[src/clock_synth_params.svh]
/*
 * Offsets, field positions, power-up values and link constants for the
 * clock synthesizer control register bank.
 * Assumes inclusion by bare name from the package and the design module.
 */
`ifndef CLOCK_SYNTH_PARAMS_SVH
`define CLOCK_SYNTH_PARAMS_SVH

// =====================================================================
// register byte offsets
`define OFS_OUTPUT_ENABLE_CTRL 5'h00
`define OFS_SPARE_CTRL_A 5'h01
`define OFS_SPREAD_CTRL 5'h02
`define OFS_SPARE_CTRL_B 5'h03
`define OFS_SPARE_CTRL_C 5'h04
`define OFS_SPARE_CTRL_D 5'h05
`define OFS_TEST_CLOCK_CTRL 5'h06
`define OFS_IDENTIFICATION 5'h07
`define NUM_RW_BYTES 5'h07

// =====================================================================
// field positions
`define BIT_DIFF_CLOCK_OUT_ENABLE 2
`define BIT_SPREAD_DEPTH_SELECT 7
`define BIT_SPREAD_ON 2
`define BIT_TEST_MODE 6
`define BIT_TEST_SELECT 7

// =====================================================================
// power-up values, reserved bits included
`define PUP_OUTPUT_ENABLE_CTRL 8'h7C
`define PUP_SPARE_CTRL_A 8'h00
`define PUP_SPREAD_CTRL 8'hEB
`define PUP_SPARE_CTRL_B 8'hAF
`define PUP_SPARE_CTRL_C 8'h01
`define PUP_SPARE_CTRL_D 8'h00
`define PUP_TEST_CLOCK_CTRL 8'h13

// =====================================================================
// serial link constants
`define SLAVE_ADDR7 7'h69
`define CMD_BIT_SINGLE 7
`define CMD_CHIP_SEL_OK 2'h0
`define BLOCK_BYTE_COUNT 8'h08
`define BITS_PER_BYTE 4'h8

`endif

[src/clock_synth_pkg.sv]
/*
 * Types for the clock synthesizer control register bank.
 * Assumes clock_synth_params.svh is on the include path.
 */
`include "clock_synth_params.svh"

package clock_synth_pkg;

    // =================================================================
    // link engine states
    typedef enum logic [2:0] {
        ST_IDLE = 3'b000,
        ST_RX = 3'b001,
        ST_ACK = 3'b010,
        ST_TX = 3'b011,
        ST_TX_ACK = 3'b100,
        ST_TX_NEXT = 3'b101
    } state_t;

    // which byte of a frame is being received
    typedef enum logic [1:0] {
        PH_ADDR = 2'b00,
        PH_CMD = 2'b01,
        PH_COUNT = 2'b10,
        PH_DATA = 2'b11
    } phase_t;

    // =================================================================
    // whole module state
    typedef struct packed {
        state_t st;
        phase_t phase;
        logic scl_q;
        logic sda_q;
        logic [3:0] cnt;
        logic [7:0] shreg;
        logic [4:0] ptr;
        logic block;
        logic is_read;
        logic cmd_ok;
        logic sda_oe;
        logic [6:0][7:0] regs;
    } bank_state_t;

    // control bits handed to the analog side
    typedef struct packed {
        logic diff_clock_out_enable;
        logic spread_depth_select;
        logic spread_on;
        logic test_mode;
        logic test_select;
    } synth_ctrl_t;

endpackage : clock_synth_pkg

[src/clock_synth_control_regs.sv]
/*
 * Control register bank of a spread-spectrum clock synthesizer, reached
 * over a two-wire serial link (byte, block write and read).
 * Assumes scl/sda are already synchronous to clk and the pad logic turns
 * sda_oe into an open-drain low drive.
 */
// Notes on behaviour
// - byte0 bit2 enables differential output, powers 1
// - byte2 bit7 picks spread depth, powers 1
// - byte2 bit2 switches spreading on, powers 0
// - byte6 bit6 enters test clock mode
// - byte6 bit7: hi-z or divided reference
// - byte7 returns fixed revision and vendor code
// - all bytes take defaults at power-up
// - command: single/block, chip select 00, offset
// - answer only slave address D2 write form and D3 read form
// - block transfers ascend from byte zero
// - block read sends byte count first
`timescale 1ns/100ps
`include "clock_synth_params.svh"

module clock_synth_control_regs #(
    parameter logic [3:0] REVISION_CODE = 4'hA, // arbitrary value
    parameter logic [3:0] VENDOR_CODE = 4'h5 // arbitrary value
) (
    // clock and reset
    input wire logic clk,
    input wire logic sys_rst,
    // serial link
    input wire logic scl_in,
    input wire logic sda_in,
    output logic sda_out,
    output logic sda_oe,
    // controls to the synthesizer
    output clock_synth_pkg::synth_ctrl_t ctrl,
    output logic clk_out_drive,
    output logic clk_out_refdiv
);

    clock_synth_pkg::bank_state_t s_r;
    clock_synth_pkg::bank_state_t s_nxt;
    logic scl_rise;
    logic scl_fall;
    logic start_seen;
    logic stop_seen;
    logic [7:0] id_byte;

    // =================================================================
    // read data selection
    assign id_byte = {REVISION_CODE, VENDOR_CODE};

    function automatic logic [7:0] rd_byte(input logic [6:0][7:0] regs,
                                           input logic [4:0] ofs,
                                           input logic [7:0] id);
        logic [7:0] v;
        v = 8'h00;
        if (ofs < `NUM_RW_BYTES) begin
            v = regs[ofs[2:0]];
        end else if (ofs == `OFS_IDENTIFICATION) begin
            v = id;
        end
        return v;
    endfunction : rd_byte

    // =================================================================
    // link condition detection
    assign scl_rise = scl_in & ~s_r.scl_q;
    assign scl_fall = ~scl_in & s_r.scl_q;
    // start and stop are sda edges while scl stays high
    assign start_seen = scl_in & s_r.scl_q & s_r.sda_q & ~sda_in;
    assign stop_seen = scl_in & s_r.scl_q & ~s_r.sda_q & sda_in;

    // =================================================================
    // next state
    always_comb begin
        s_nxt = s_r;
        s_nxt.scl_q = scl_in;
        s_nxt.sda_q = sda_in;
        if (start_seen) begin
            // repeated start keeps pointer and mode for the read phase
            s_nxt.st = clock_synth_pkg::ST_RX;
            s_nxt.phase = clock_synth_pkg::PH_ADDR;
            s_nxt.cnt = 4'h0;
            s_nxt.sda_oe = 1'b0;
        end else if (stop_seen) begin
            s_nxt.st = clock_synth_pkg::ST_IDLE;
            s_nxt.sda_oe = 1'b0;
        end else begin
            case (s_r.st)
                clock_synth_pkg::ST_IDLE: begin
                    s_nxt.sda_oe = 1'b0;
                end
                clock_synth_pkg::ST_RX: begin
                    if (scl_rise && s_r.cnt < `BITS_PER_BYTE) begin
                        s_nxt.shreg = {s_r.shreg[6:0], sda_in};
                        s_nxt.cnt = s_r.cnt + 4'h1;
                    end else if (scl_fall && s_r.cnt == `BITS_PER_BYTE) begin
                        s_nxt.cnt = 4'h0;
                        s_nxt.st = clock_synth_pkg::ST_ACK;
                        s_nxt.sda_oe = 1'b1; // every taken byte is acknowledged, except an address byte for a foreign device
                        case (s_r.phase)
                            clock_synth_pkg::PH_ADDR: begin
                                if (s_r.shreg[7:1] != `SLAVE_ADDR7) begin
                                    s_nxt.st = clock_synth_pkg::ST_IDLE;
                                    s_nxt.sda_oe = 1'b0;
                                end else if (s_r.shreg[0]) begin
                                    s_nxt.is_read = 1'b1;
                                    if (s_r.block) begin
                                        s_nxt.shreg = `BLOCK_BYTE_COUNT;
                                    end else begin
                                        s_nxt.shreg = rd_byte(s_r.regs, s_r.ptr, id_byte);
                                        s_nxt.ptr = s_r.ptr + 5'h01;
                                    end
                                end else begin
                                    s_nxt.is_read = 1'b0;
                                    s_nxt.phase = clock_synth_pkg::PH_CMD;
                                end
                            end
                            clock_synth_pkg::PH_CMD: begin
                                s_nxt.cmd_ok = (s_r.shreg[6:5] == `CMD_CHIP_SEL_OK);
                                s_nxt.block = ~s_r.shreg[`CMD_BIT_SINGLE];
                                // block access always starts at byte zero
                                s_nxt.ptr = s_r.shreg[`CMD_BIT_SINGLE] ?
                                    s_r.shreg[4:0] : 5'h00;
                                s_nxt.phase = s_r.shreg[`CMD_BIT_SINGLE] ?
                                    clock_synth_pkg::PH_DATA : clock_synth_pkg::PH_COUNT;
                            end
                            clock_synth_pkg::PH_COUNT: begin
                                // byte count of a block write carries no meaning here
                                s_nxt.phase = clock_synth_pkg::PH_DATA;
                            end
                            default: begin
                                // writes past the last control byte are dropped
                                if (s_r.cmd_ok && s_r.ptr < `NUM_RW_BYTES) begin
                                    s_nxt.regs[s_r.ptr[2:0]] = s_r.shreg;
                                end
                                if (s_r.ptr != 5'h1F) begin
                                    s_nxt.ptr = s_r.ptr + 5'h01;
                                end
                            end
                        endcase
                    end
                end
                clock_synth_pkg::ST_ACK: begin
                    if (scl_fall) begin
                        if (s_r.is_read && s_r.phase == clock_synth_pkg::PH_ADDR) begin
                            s_nxt.st = clock_synth_pkg::ST_TX;
                            s_nxt.sda_oe = ~s_r.shreg[7];
                        end else begin
                            s_nxt.st = clock_synth_pkg::ST_RX;
                            s_nxt.sda_oe = 1'b0;
                        end
                    end
                end
                clock_synth_pkg::ST_TX: begin
                    // data changes only while scl is low, msb first
                    if (scl_fall) begin
                        if (s_r.cnt == `BITS_PER_BYTE - 4'h1) begin
                            s_nxt.cnt = 4'h0;
                            s_nxt.sda_oe = 1'b0;
                            s_nxt.st = clock_synth_pkg::ST_TX_ACK;
                        end else begin
                            s_nxt.cnt = s_r.cnt + 4'h1;
                            s_nxt.shreg = {s_r.shreg[6:0], 1'b0};
                            s_nxt.sda_oe = ~s_r.shreg[6];
                        end
                    end
                end
                clock_synth_pkg::ST_TX_ACK: begin
                    if (scl_rise) begin
                        if (sda_in) begin
                            // not-acknowledge ends the read; wait for stop
                            s_nxt.st = clock_synth_pkg::ST_IDLE;
                        end else begin
                            s_nxt.shreg = rd_byte(s_r.regs, s_r.ptr, id_byte);
                            if (s_r.ptr != 5'h1F) begin
                                s_nxt.ptr = s_r.ptr + 5'h01;
                            end
                            s_nxt.st = clock_synth_pkg::ST_TX_NEXT;
                        end
                    end
                end
                clock_synth_pkg::ST_TX_NEXT: begin
                    if (scl_fall) begin
                        s_nxt.st = clock_synth_pkg::ST_TX;
                        s_nxt.sda_oe = ~s_r.shreg[7];
                    end
                end
                default: begin
                    s_nxt.st = clock_synth_pkg::ST_IDLE;
                    s_nxt.sda_oe = 1'b0;
                end
            endcase
        end
    end

    // =================================================================
    // state register; reset stands for power-up
    always_ff @(posedge clk) begin
        if (sys_rst) begin
            s_r.st <= clock_synth_pkg::ST_IDLE;
            s_r.phase <= clock_synth_pkg::PH_ADDR;
            s_r.scl_q <= 1'b1;
            s_r.sda_q <= 1'b1;
            s_r.cnt <= 4'h0;
            s_r.shreg <= 8'h00;
            s_r.ptr <= 5'h00;
            s_r.block <= 1'b0;
            s_r.is_read <= 1'b0;
            s_r.cmd_ok <= 1'b0;
            s_r.sda_oe <= 1'b0;
            s_r.regs[0] <= `PUP_OUTPUT_ENABLE_CTRL;
            s_r.regs[1] <= `PUP_SPARE_CTRL_A;
            s_r.regs[2] <= `PUP_SPREAD_CTRL;
            s_r.regs[3] <= `PUP_SPARE_CTRL_B;
            s_r.regs[4] <= `PUP_SPARE_CTRL_C;
            s_r.regs[5] <= `PUP_SPARE_CTRL_D;
            s_r.regs[6] <= `PUP_TEST_CLOCK_CTRL;
        end else begin
            s_r <= s_nxt;
        end
    end

    // =================================================================
    // pins and controls: sda_oe and ctrl straight from flip-flops, output pair decoded from them, sda_out tied low
    assign sda_out = 1'b0;
    assign sda_oe = s_r.sda_oe;
    assign ctrl.diff_clock_out_enable = s_r.regs[0][`BIT_DIFF_CLOCK_OUT_ENABLE];
    assign ctrl.spread_depth_select = s_r.regs[2][`BIT_SPREAD_DEPTH_SELECT];
    assign ctrl.spread_on = s_r.regs[2][`BIT_SPREAD_ON];
    assign ctrl.test_mode = s_r.regs[6][`BIT_TEST_MODE];
    assign ctrl.test_select = s_r.regs[6][`BIT_TEST_SELECT];
    // test mode overrides the enable: hi-z or divided reference
    assign clk_out_drive = ctrl.test_mode ? ctrl.test_select :
                           ctrl.diff_clock_out_enable;
    assign clk_out_refdiv = ctrl.test_mode & ctrl.test_select;

endmodule : clock_synth_control_regs

[config.mk]
export PLATFORM = sky130hd
export DESIGN_NAME = clock_synth_control_regs
export DESIGN_NICKNAME = d
export VERILOG_FILES = /design/src/clock_synth_pkg.sv /design/src/clock_synth_control_regs.sv
export VERILOG_INCLUDE_DIRS = /design/src
export SDC_FILE = /design/constraint.sdc
export NUM_CORES = 1
export LEC_CHECK = 0
export ABC_AREA = 1
export ABC_CLOCK_PERIOD_IN_PS = 1700
export BUFFER_PORTS_ARGS = -buffer_cell sky130_fd_sc_hd__buf_4
export CORE_ASPECT_RATIO = 0.5
export CORE_MARGIN = 3
export CORE_UTILIZATION = 50
export CTS_BUF_LIST = sky130_fd_sc_hd__clkbuf_8 sky130_fd_sc_hd__clkbuf_16
export CTS_CLUSTER_SIZE = 16
export DETAILED_ROUTE_END_ITERATION = 10
export GPL_ROUTABILITY_DRIVEN = 0
export PLACE_DENSITY_LB_ADDON = 0.05
export SETUP_SLACK_MARGIN = 0.3
export SLEW_MARGIN = 30
export SYNTH_ARGS = -nofsm -noshare
export SYNTH_HDL_FRONTEND = slang
export SYNTH_SLANG_ARGS = --single-unit
[constraint.sdc]
create_clock -name clk -period 1.7 [get_ports clk]
set_input_delay 0.17 -clock clk [delete_from_list [all_inputs] [get_ports clk]]
set_output_delay 0.17 -clock clk [all_outputs]
set_load 0.05 [all_outputs]
Word-level counts from Yosys, hierarchy flattened:

Cells that the tools add are included.

* flip-flop bits (word level): 84
* input bits: 4
* output and inout port bits: 9
* word-level logic and storage cells: 176

* add/subtract/negate cells: 2
* magnitude comparators: 4
* eq/ne operators: 39
* muxes and demuxes: 64
* bitwise logic cells: 21
* reduce and logical (&&, ||, !) cells: 26

Operator list (number)
* 56-bit two-way mux: 2
* 13-bit two-way mux: 6
* 77-bit two-way mux: 1
* 65-bit two-way mux: 1
* 56-bit bitwise mux: 1
* 8-bit two-way mux: 7
* 5-bit != test, second input constant: 6
* 4-bit != test, second input constant: 7
* 5-bit two-way mux: 5
* 8-bit binary-select mux with 3-bit select: 1
* 8-bit demux with 3-bit select: 1
* 12-bit two-way mux: 2
* 3-bit two-way mux: 8
* 2-bit != test, second input constant: 12
* 8-bit one-hot mux with 3 select lines: 1
* 11-bit AND reduction: 2
* 7-bit AND reduction: 3
* 3-bit one-hot mux with 6 select lines: 1
* 8-bit AND reduction: 2
* 1-bit two-way mux: 15
* 5-bit one-hot mux with 3 select lines: 1
* 1-bit inverter: 13
* 2-bit two-way mux: 6
* 6-bit AND reduction: 2
* 31 further kinds: 50

Logic depth before layout (Yosys ltp):

Gate-level depths: netlist of run 1.

* depth in word-level cells: 12
* gate-level depth with buffers: 13
* depth with buffers taken out: 13

Worst setup path after synthesis of run 1:

Ideal clock, no wire load.

* path type: register to register
* from: register s_r[73] (netlist name)
* to: register with a tool-made name
* library setup time: 0.137 ns
* arrival time: 1.613 ns
* required time: 1.563 ns
* path slack: -0.051 ns
* cell stages (with the launch flop): 11
* buffers on the path: 1
* clock period less this slack: 1.751 ns
* path through: dfxtp_1 -> inv_1 -> ha_1 -> nand3_1 -> nor2_4 -> nand2_2 -> nor3_4 -> nand3_2 -> buf_4 -> nand2_1 -> o211ai_2

RTL lines
* start, declared: line clock_synth_control_regs.sv:40 `clock_synth_pkg::bank_state_t s_r;`
* start signal, assigned: line clock_synth_control_regs.sv:220 `s_r <= s_nxt;`

==> key figures, run 1 <==
Power and ir drop
  – Pwr dens: about 1100 mW/mm^2
  – Peak supply drop: 688.6 uV
  – Leakage: 0.003138 uW

Finish
  – Share of cells above drive strength 1: 34.12%
  – Number of diodes: 0
  – Post-route cell area: between 0.007 and 0.008 mm^2
  – Final nets: between 800 and 900
  – Final-layout fill cell count: 762
  – Fin cells: 1020
  – P&R area growth vs syn: 41.58%

Yosys
  – Seq/Total Area, Yosys: between 30% and 40%
  – Seq cells post-synth: 84
  – Leading area contributor after synthesis: dfxtp_1
  – Top-area cell type share of the netlist area: roughly a third
  – Synth unique cells: 39
  – Top post-synthesis cells by area: dfxtp_1 34%, nand2_1 20%, nand3_1 6.4%
  – Mapped cell area: 0.004986 mm^2
  – Synth warn: 0
  – Average size of a mapped cell: 6.335 um^2
  – Synthesized netlist cell count: just under 800
  – Syn Nets: 800

Place
  – Buffers on Ports: 11
  – Dpl cells: about 970
  – Post-detail-place hpwl: ~11000 um
  – Dpl cell area: around 0.0058 mm^2

Route
  – Vias per cell: around 5.6
  – Routed WL: about 17000 um
  – Post-route ant nets: 0
  – Vias: 5686
  – Avg WL per Cell: about 17 um
  – 1st-pass router iterations: 5
  – Iteration-0 DRC Markers: about 500
  – DRC Markers: 0

Worst setup path
  – Crit path DAT: 2020 ps
  – Crit end category: flip-flop
  – CP max stage cell: dfxtp_2
  – Crit Path Max Fanout: 6
  – Worst path most repeated cell: nand3_4
  – Worst Setup Start Kind: flip-flop
  – Largest stage delay, worst path: roughly 330 ps
  – Worst path top cell family by delay: simple AND/OR/NAND/NOR gates
  – Buf+Inv Stages, Crit Path: 4
  – Cell chain of the critical path: inv_2 > ha_4 > nand3_4 > nor2_4 > nand2_4 > nor3_4 > buf_6 > buf_12 > nand3_4 > buf_8 > nand2_2 > o211ai_1
  – Crit path kind: flip-flop to flip-flop
  – Worst EP required: about 1900 ps

Outcome
  – Status: finished, violations left
  – Violated checks: negative setup slack

Die
  – # rows: 25
  – Core area: 0.009572 mm^2
  – Initial Utilization: a little over half
  – Die area: 0.01128 mm^2
  – Die width: 147.2 um
  – Die Y: ~77 um
  – I/O pin count: 13

Timing
  – Final hold violation count: 0
  – Final WS setup: -106.3 ps
  – Setup violators final: 66
  – Final critical-path share of the clock period: 106.3%
  – Final hold slack: 79.24 ps
  – RSZ-0062 raised after global routing: yes
  – Peak Freq: 0.5536 GHz
  – Count of final max-slew check failures: 0
  – Tmin final: 1806 ps
  – Fin Clk Skew: 9.801 ps

Clock network
  – Clk sinks: 84
  – Cts bufs inserted: 9
  – CTS tree: yes
  – Clk_lat worst skew: 340 ps
  – Clock buffer depth: 2
  – H-tree depth: 3
  – Clock slew at reported path FFs: 60 ps
  – CTS root buf: clkbuf_16

Global route
  – Number of global-route vias before repair: 5210
  – GRT Total Usage: 29.26%
  – First-pass GRT wire length: approximately 26000 um
  – Largest net degree at the start of global routing: 52
  – Grt ovf: 0
  – Initial antenna violation count: 0

Worst hold path
  – Worst hold path type: input pin to flip-flop

Flow run
  – Max-Cap Viols: 0
==> Yosys cell counts <==
cell type and n:
nand2_2 6, nand3_1 64, a21oi_1 40, a31oi_1 1, nand4_1 19, o211ai_2 4
nor2_1 70, o21ai_1 16, a21boi_0 1, nand3_2 5, nor2_4 2, nand3_4 2
nor3_2 2, ha_1 9, xor2_1 2, dfxtp_1 84, nand2_1 263, o21a_1 1
nor3b_1 1, buf_1 3, inv_1 80, buf_6 3, nor4_1 1, o22ai_1 1
and2_1 1, clkbuf_1 18, buf_2 9, buf_4 7, inv_2 6, a211oi_1 2
a21oi_2 1, clkinv_1 1, o21ai_0 26, conb_1 1, o211ai_1 22, nor3_4 1
o211a_1 1, and3_1 1, nor3_1 10
==> worst paths after layout <==
kind                                            from                  to  slack (ps)  cells after the start
worst max-delay path            s_r[73]$_SDFFE_PP0P_           flip-flop        -110                     12
worst min-delay path                          scl_in  s_r[78]$_SDFF_PP1_          80                      3
worst max register to register  s_r[73]$_SDFFE_PP0P_           flip-flop        -110                     12
worst min register to register             flip-flop           flip-flop         460                      2
==> placed cells by master (no fill, tap or decap), drive strengths merged <==
cell and n:
o22ai 1, o21a 1, clkbuf 13, inv 89
and2 1, a21oi 41, nand4 19, clkinv 1
dfxtp 84, nor3 13, conb 1, buf 116
nand3 74, nand2 269, o211a 1, and3 1
nor2 72, o21ai 42, a21boi 1, nor3b 1
clkinvlp 3, a211oi 2, xor2 2, nor4 1
a31oi 1, ha 9, o211ai 26
==> per-stage QoR <==
step | worst slack [ps] | total power (uW) | TNS (ps) | util (%)
3_3_place_gp | -24.51 | 4984 | -289.1 | 60.72
4_1_cts | -52.33 | 7200 | -513.8 | 68.59
2_1_floorplan | -49.90 | 3781 | -1180 | -
3_5_place_dp | -92.00 | 5011 | -2800 | 60.72
5_1_grt | -204.3 | 7977 | -10290 | 73.75
6_report | -106.3 | 7575 | -3841 | 73.75
==> power by group <==
group | total (uW) | switching [uW] | internal [uW]
clock | 1860 | 869 | 995
combinational | 3480 | 2180 | 1300
sequential | 2240 | 132 | 2100
==> per-layer routing <==
layer	up-vias	part of all wire [%]	track usage, %
li1	2740	-	-
met1	2679	44	39.78
met2	220	45	46.10
met3	47	7.8	6.833
met4	0	2.5	9.480
met5	-	0	0
==> logic make-up (layout without fill, tap and decap cells) <==
logic type                 after synthesis  after routing  share of synthesized area (%)
DFF                                     84             84                          33.73
adders and majority gates                9              9                          2.259
other                                    1              1                        0.07521
AOI/OAI and AO/OA                      116            116                          13.78
and+or+nand+nor                        448            451                          39.05
buffers and inverters                  127            222                          10.77
xor gates and xnor gates                 2              2                         0.3514
==> what timing repair did <==
| item | 4_1_cts | 5_1_grt |
|---|---|---|
| setup buffers | 16 | 10 |
| gates cloned | 5 | 5 |
| pin swaps | 25 | 36 |
| hold buffers | 0 | 0 |
| endpoints found under the setup margin | 80 | 82 |
| resized for setup | 82 | 92 |
==> final cells by class <==
class,count,area [um^2],area share (%)
multi-input cells,579,3440,48.72
flip-flops and latches,84,1700,24.09
repair buffers,120,1142,16.18
inverters,87,334.1,4.732
clock buffers,9,225.2,3.190
well taps,135,168.9,2.393
clock inverters,6,48.80,0.6912
==> worst register-to-register path: stages (launching register included) <==
cell and delay, ps:
dfxtp_2 330, inv_2 80, ha_4 150, nand3_4 60
nor2_4 200, nand2_4 70, nor3_4 110, buf_6 150
buf_12 140, nand3_4 100, buf_8 160, nand2_2 50
o211ai_1 80
Note: power is estimated with default switching activity, not from simulation.
==> run 2, diff against run 1 <==
- GPL_ROUTABILITY_DRIVEN: 0 -> 1
- PLACE_DENSITY: default -> 0.69
- PLACE_DENSITY_LB_ADDON: 0.05 -> default
==> run 2 against run 1 <==
  * The flow still finishes with violations (negative setup slack)
  * Worst setup slack got worse by 26 ps
  * Final cell count rose by 1.7%
  * Total power fell by 2.0%
  * Largest power group unchanged
  * Critical path depth rose by 1
==> key figures, run 2 (synthesis gave the netlist of run 1 again) <==
Timing
  – Fin Clk Skew: 8.910 ps
  – Final hold violation count: 0
  – Final hold slack: 109.0 ps
  – Final WS setup: -132.3 ps
  – Peak Freq: about 0.55 GHz
  – Count of final max-slew check failures: 0
  – RSZ-0062 raised after global routing: yes
  – Final critical-path share of the clock period: 107.8%
  – Setup violators final: between 50 and 60
  – Tmin final: 1832 ps

Place
  – Buffers on Ports: 11
  – Post-detail-place hpwl: 10540 um
  – Routability-driven placement congestion ratio: roughly 0.86
  – Dpl cell area: 0.005967 mm^2
  – Dpl cells: 988

Worst setup path
  – Cell chain of the critical path: inv_2 > ha_4 > nand3_4 > nor2_4 > nand2_4 > nor3_4 > buf_6 > buf_12 > buf_12 > nand3_4 > nand2_2 > inv_2 > nor2_1
  – CP max stage cell: dfxtp_2
  – Crit path kind: flip-flop to flip-flop
  – Flop2flop setup slack: -130 ps
  – Crit path DAT: 2110 ps
  – Worst EP required: 1980 ps
  – Worst path top cell family by delay: simple AND/OR/NAND/NOR gates
  – Crit end category: flip-flop
  – Crit Path Max Fanout: 8
  – Cells on worst reg2reg path: 13
  – Buf+Inv Stages, Crit Path: 5
  – Worst Setup Start Kind: flip-flop
  – Largest stage delay, worst path: 320 ps
  – Worst r2r src: s_r[74]$_SDFFE_PP0P_

Finish
  – Most frequent cells in the layout: 230 x nand2_1, 105 x buf_4, 75 x dfxtp_1, 69 x inv_1, 56 x nor2_1
  – Final core utilization: 74.34%
  – Fin cells: roughly 1000
  – P&R area growth vs syn: 42.71%
  – Final nets: 911
  – Most common cell after layout, fill and taps aside: nand2_1
  – Post-route cell area: just over 0.007 mm^2
  – Number of diodes: 0
  – Share of cells above drive strength 1: 32.93%
  – Final-layout fill cell count: 740

Flow run
  – Max-Cap Viols: 0

Die
  – I/O pin count: 13
  – Die Y: roughly 77 um
  – # rows: 25
  – Die width: 147.2 um
  – Initial Utilization: between 50% and 60%
  – Die area: 0.01128 mm^2
  – Core area: 0.009572 mm^2

Global route
  – Number of global-route vias before repair: approximately 5500
  – Largest net degree at the start of global routing: 52
  – Initial antenna violation count: 0
  – GRT Total Usage: 29.97%
  – Grt ovf: 0
  – First-pass GRT wire length: between 20000 and 30000 um

Route
  – Vias per cell: 5.677
  – Vias: a little under 6000
  – Post-route ant nets: 0
  – DRC Markers: 0
  – 1st-pass router iterations: 5
  – Iteration-0 DRC Markers: 707
  – Avg WL per Cell: between 15 and 20 um
  – Routed WL: 17980 um

Clock network
  – Clock slew at reported path FFs: about 70 ps
  – CTS root buf: clkbuf_16
  – H-tree depth: 3
  – # hold bufs at CTS: 0
  – Clk_lat worst skew: 350 ps
  – CTS tree: yes
  – Clock buffer depth: 2
  – Cts bufs inserted: 9
  – Clk sinks: 84

Outcome
  – Violated checks: negative setup slack
  – Status: finished, violations left

Power and ir drop
  – Peak supply drop: between 600 and 700 uV
  – Leakage: ~0.0032 uW
  – Pwr dens: 1044 mW/mm^2

Worst hold path
  – Hold path depth: 3
  – Worst hold path type: input pin to flip-flop
  – Worst hold endpoint: s_r[77]$_SDFF_PP1_
  – Hold Startpoint: sda_in
## run 2: cell count changes in the layout (fill, tap and decap cells not counted), moves of 3 or more
| cell | previous run | this run |
|---|---|---|
| o21ai_1 | 10 | 24 |
| buf_4 | 92 | 105 |
| o21ai_2 | 15 | 6 |
| nand2_1 | 223 | 230 |
| nand3_1 | 42 | 47 |
| o21ai_0 | 16 | 11 |
| nand2_2 | 33 | 29 |
| buf_12 | 7 | 10 |
| nand2_4 | 12 | 9 |
| nand3_2 | 18 | 15 |
| nor3_1 | 8 | 5 |
| nor3_2 | 3 | 6 |
## run 2: how the worst max path moves through the flow
stage	from	endpoint	slack (ps)	cells past startpoint
after CTS	s_r[74]$_SDFFE_PP0P_	flip-flop	10	11
after detailed placement	s_r[73]$_SDFFE_PP0P_	s_r[66]$_SDFFE_PP0P_	-150	13
final	s_r[74]$_SDFFE_PP0P_	flip-flop	-130	13
after floorplan	s_r[62]$_SDFFE_PP0P_	flip-flop	-50	12
after global placement	s_r[74]$_SDFFE_PP0P_	s_r[66]$_SDFFE_PP0P_	-100	13
after global routing	s_r[74]$_SDFFE_PP0P_	flip-flop	-220	13
## run 2: area by class of cell
cell class	instances	area (um^2)	area share [%]
well taps	135	168.9	2.374
repair buffers	136	1310	18.41
flip-flops and latches	84	1700	23.90
clock buffers	9	225.2	3.165
inverters	87	337.8	4.748
multi-input cells	580	3326	46.74
clock inverters	6	47.55	0.6682
## run 2: worst reg2reg max path: stages (launching register included)
cell and delay (ps):
dfxtp_2 320, inv_2 70, ha_4 140, nand3_4 60
nor2_4 160, nand2_4 70, nor3_4 160, buf_6 130
buf_12 120, buf_12 100, nand3_4 150, nand2_2 140
inv_2 40, nor2_1 100
## run 2: metal layers
layer	vias to the layer above	wire, um	track usage [%]
met2	320	8133	48.81
met5	-	0	0
met3	71	1843	6.714
met1	2722	7436	39.69
met4	0	565	9.665
li1	2774	-	-
## run 2: report_power, final
part	internal [uW]	switching, uW	leakage (uW)	total (uW)
combinational	1200	2120	0.00239	3320
sequential	2110	132	0.000685	2240
clock	996	877	0.000129	1870
## run 2: through the flow
stage / power, uW / worst slack [ps] / setup TNS, ps
finish: 7427 / -132.3 / -1642
global route: 7752 / -223.0 / -7362
CTS: 7177 / 10.92 / 0
detailed placement: 5025 / -151.5 / -3414
global placement: 4999 / -104.8 / -734.6
floorplan: 3781 / -49.90 / -1180
## run 2: what timing repair did
action	4_1_cts	5_1_grt
buffers inserted	19	4
hold endpoints to repair	0	0
gates cloned	6	5
pin swaps	12	20
endpoints found under the setup margin	80	82
resized for setup	82	64
==> run 3, diff against run 2 <==
- ABC_AREA: 1 -> 0
==> run 3 against run 2 <==
  * The flow still finishes with violations (negative setup slack)
  * Die area is 5.0% lower
  * Global-route usage is 2.7 points lower
  * Worst hold slack worse by 5.8 ps
  * Register-to-register slack worse by 140 ps
  * Utilization is 0.72 points higher
  * Sequential share of layout area is 1.5 points higher
  * Design area is 5.6% lower
  * Synthesized area is 5.3% lower
  * Via count is 22% lower
  * Sequential cell count stayed put
  * Count of clock-buffer cells in the layout stayed put
  * Largest power group is now sequential cells
  * Highest routed layer unchanged
==> key figures, run 3 <==
Worst setup path
  – Worst r2r src: s_r[74]$_SDFFE_PP0P_
  – Crit path kind: flip-flop to flip-flop
  – Worst Setup Start Kind: flip-flop
  – Crit Path Max Fanout: 5
  – Crit path DAT: 2200 ps
  – Cells on worst reg2reg path: 9
  – Worst EP required: between 1500 and 2000 ps
  – Crit end category: flip-flop
  – Flop2flop setup slack: -270 ps

Finish
  – Number of diodes: 0
  – Final-layout fill cell count: a little under 600
  – Final nets: 649
  – Share of cells above drive strength 1: 41.65%
  – Most common cell after layout, fill and taps aside: buf_4
  – Most frequent cells in the layout: 110 x buf_4, 72 x dfxtp_1, 53 x nor2_1, 45 x mux2i_1, 26 x buf_6
  – P&R area growth vs syn: 42.31%

Worst hold path
  – Hold Startpoint: sda_in
  – Worst hold path type: input pin to flip-flop
  – Hold path depth: 2
  – Worst hold endpoint: s_r[77]$_SDFF_PP1_

Timing
  – Peak Freq: 0.5080 GHz
  – Fin Clk Skew: 6.425 ps
  – Setup tns final: -10880 ps
  – Worst-Margin Slew: between 400 and 500 ps
  – Count of final max-slew check failures: 0
  – Final WS setup: -268.6 ps
  – RSZ-0062 raised after global routing: yes
  – Final critical-path share of the clock period: 115.8%
  – Final hold violation count: 0
  – Tmin final: 1969 ps
  – Final hold slack: 103.2 ps
  – Max_slew headroom: 66.86%
  – Setup violators final: 64

Clock network
  – # hold bufs at CTS: 0
  – CTS tree: yes
  – Cts bufs inserted: 9
  – H-tree depth: 3
  – Clock buffer depth: 2
  – Clock slew at reported path FFs: 70 ps
  – Clk sinks: 84
  – Clk_lat worst skew: 340 ps
  – CTS root buf: clkbuf_16

Yosys
  – Leading area contributor after synthesis: dfxtp_1
  – Syn Nets: 540
  – Synthesized netlist cell count: 527
  – Number of synthesized flops with an enable pin: 0
  – Most common cell in the netlist: dfxtp_1
  – Top-area cell type share of the netlist area: between 30% and 40%
  – Seq/Total Area, Yosys: 35.63%
  – Post-synth top cells: 84 x dfxtp_1, 59 x nor2_1, 46 x mux2i_1
  – Synth warn: 0
  – Post-synth top flop: dfxtp_1
  – Seq cells post-synth: 84
  – Ys async rst share: 0%
  – Top post-synthesis cells by area: dfxtp_1 36%, mux2i_1 9.8%, nor2_1 4.7%
  – Mapped cell area: 0.004720 mm^2
  – Average size of a mapped cell: roughly 9 um^2
  – Synth unique cells: 68

Power and ir drop
  – Clk pwr share: around 44%
  – Switching Fraction: between 20% and 30%
  – Peak supply drop: 616.8 uV
  – Leakage: around 0.0027 uW
  – Logic gate share of total power: about a tenth
  – NetSw: approximately 1200 uW
  – Sequential Power Share: 46.3%
  – Pwr dens: 640.4 mW/mm^2
  – Int Pwr: about 3200 uW

Global route
  – Number of global-route vias before repair: ~4300
  – Initial antenna violation count: 0
  – First-pass GRT wire length: 22500 um
  – Grt ovf: 0
  – Largest net degree at the start of global routing: 74
  – GRT Total Usage: between 20% and 30%

Outcome
  – Violated checks: negative setup slack
  – Status: finished, violations left

Die
  – Die Y: 74.70 um
  – Initial Utilization: 52.74%
  – Core area: ~0.009 mm^2
  – Die area: 0.01071 mm^2
  – I/O pin count: 13
  – # rows: 24
  – Die width: 143.4 um

Route
  – Vias: 4607
  – Avg WL per Cell: 19.78 um
  – Vias per cell: 6.078
  – 1st-pass router iterations: 5
  – Iteration-0 DRC Markers: 412
  – Post-route ant nets: 0
  – Routed WL: 15000 um
  – DRC Markers: 0

Place
  – Routability-driven placement congestion ratio: 0.9362
  – Post-detail-place hpwl: 9376 um
  – Buffers on Ports: 11

Flow run
  – Max-Cap Viols: 0
-- run 3: cell count changes in the layout (fill, tap and decap cells not counted), moves of 12 or more --
cell,previous run,this run
nand3_1,47,7
nand4_1,19,4
o211ai_1,22,9
a211o_1,0,21
nor2b_1,0,20
nand2_2,29,0
a21oi_1,33,19
o21ai_1,24,1
nand3_4,13,1
inv_1,69,19
nand3_2,15,2
mux2i_1,0,45
nand2_1,230,24
-- run 3: per-layer routing --
metal	vias up	GRT usage, %	share of wire, %
met5	-	0	0
met4	0	9.499	2.7
met3	44	6.853	8.1
met2	216	42.47	46
met1	2216	37.35	44
li1	2131	-	-
-- run 3: how the worst max path moves through the flow --
stage | cells after the start | slack, ps | end | startpoint
after floorplan | 9 | -240 | flip-flop | s_r[74]$_SDFFE_PP0P_
after global placement | 7 | -260 | flip-flop | s_r[74]$_SDFFE_PP0P_
after detailed placement | 7 | -330 | flip-flop | s_r[74]$_SDFFE_PP0P_
after CTS | 7 | -210 | flip-flop | s_r[74]$_SDFFE_PP0P_
after global routing | 8 | -350 | s_r[66]$_SDFFE_PP0P_ | s_r[74]$_SDFFE_PP0P_
final | 9 | -270 | flip-flop | s_r[74]$_SDFFE_PP0P_
-- run 3: worst max-delay path: stages, from the launching register on --
cell	delay [ps]
dfxtp_2	320
inv_2	60
ha_4	130
and3b_2	260
nand4_4	160
buf_4	190
nor4_4	260
buf_6	210
nor2b_1	60
a211o_1	220
-- run 3: cell families after synthesis --
kind of cell | share of synthesized area (%)
compound gates | 18.82
xor+xnor | 0.7424
fa+ha+maj | 2.386
buf+inv | 6.575
flops | 35.63
mux | 14.53
other cells | 0.07946
simple gates | 21.24
-- run 3: power groups by stage --
stage | registers, uW | logic [uW] | clock network [uW]
after global routing | 1990 | 423 | 2010
after CTS | 1990 | 367 | 1930
final | 1990 | 399 | 1910
after global placement | 2040 | 348 | 0
after detailed placement | 2040 | 347 | 0
after floorplan | 2040 | 200 | 0
-- run 3: cell type report --
class / instances / area [um^2] / area share, %
inverters: 23 / 86.33 / 1.285
multi-input cells: 375 / 3249 / 48.38
clock inverters: 7 / 58.81 / 0.8756
clock buffers: 9 / 225.2 / 3.353
flip-flops and latches: 84 / 1707 / 25.41
well taps: 117 / 146.4 / 2.180
repair buffers: 143 / 1244 / 18.52
-- run 3: what timing repair did --
action / 4_1_cts / 5_1_grt
resized for setup: 52 / 59
gates cloned: 2 / 1
endpoints found under the setup margin: 82 / 82
setup buffers: 15 / 7
pin swaps: 28 / 39
-- run 3: metrics by stage --
stage	cells	utilization (%)	cell area (um^2)	power, uW	worst slack [ps]
after CTS	750	71.24	6375	4287	-207.2
after floorplan	527	-	4935	2243	-237.5
after detailed placement	717	64.14	5739	2388	-327.1
final	758	75.06	6716	4301	-268.6
after global placement	717	64.14	5739	2389	-260.9
after global routing	758	75.06	6716	4424	-353.0
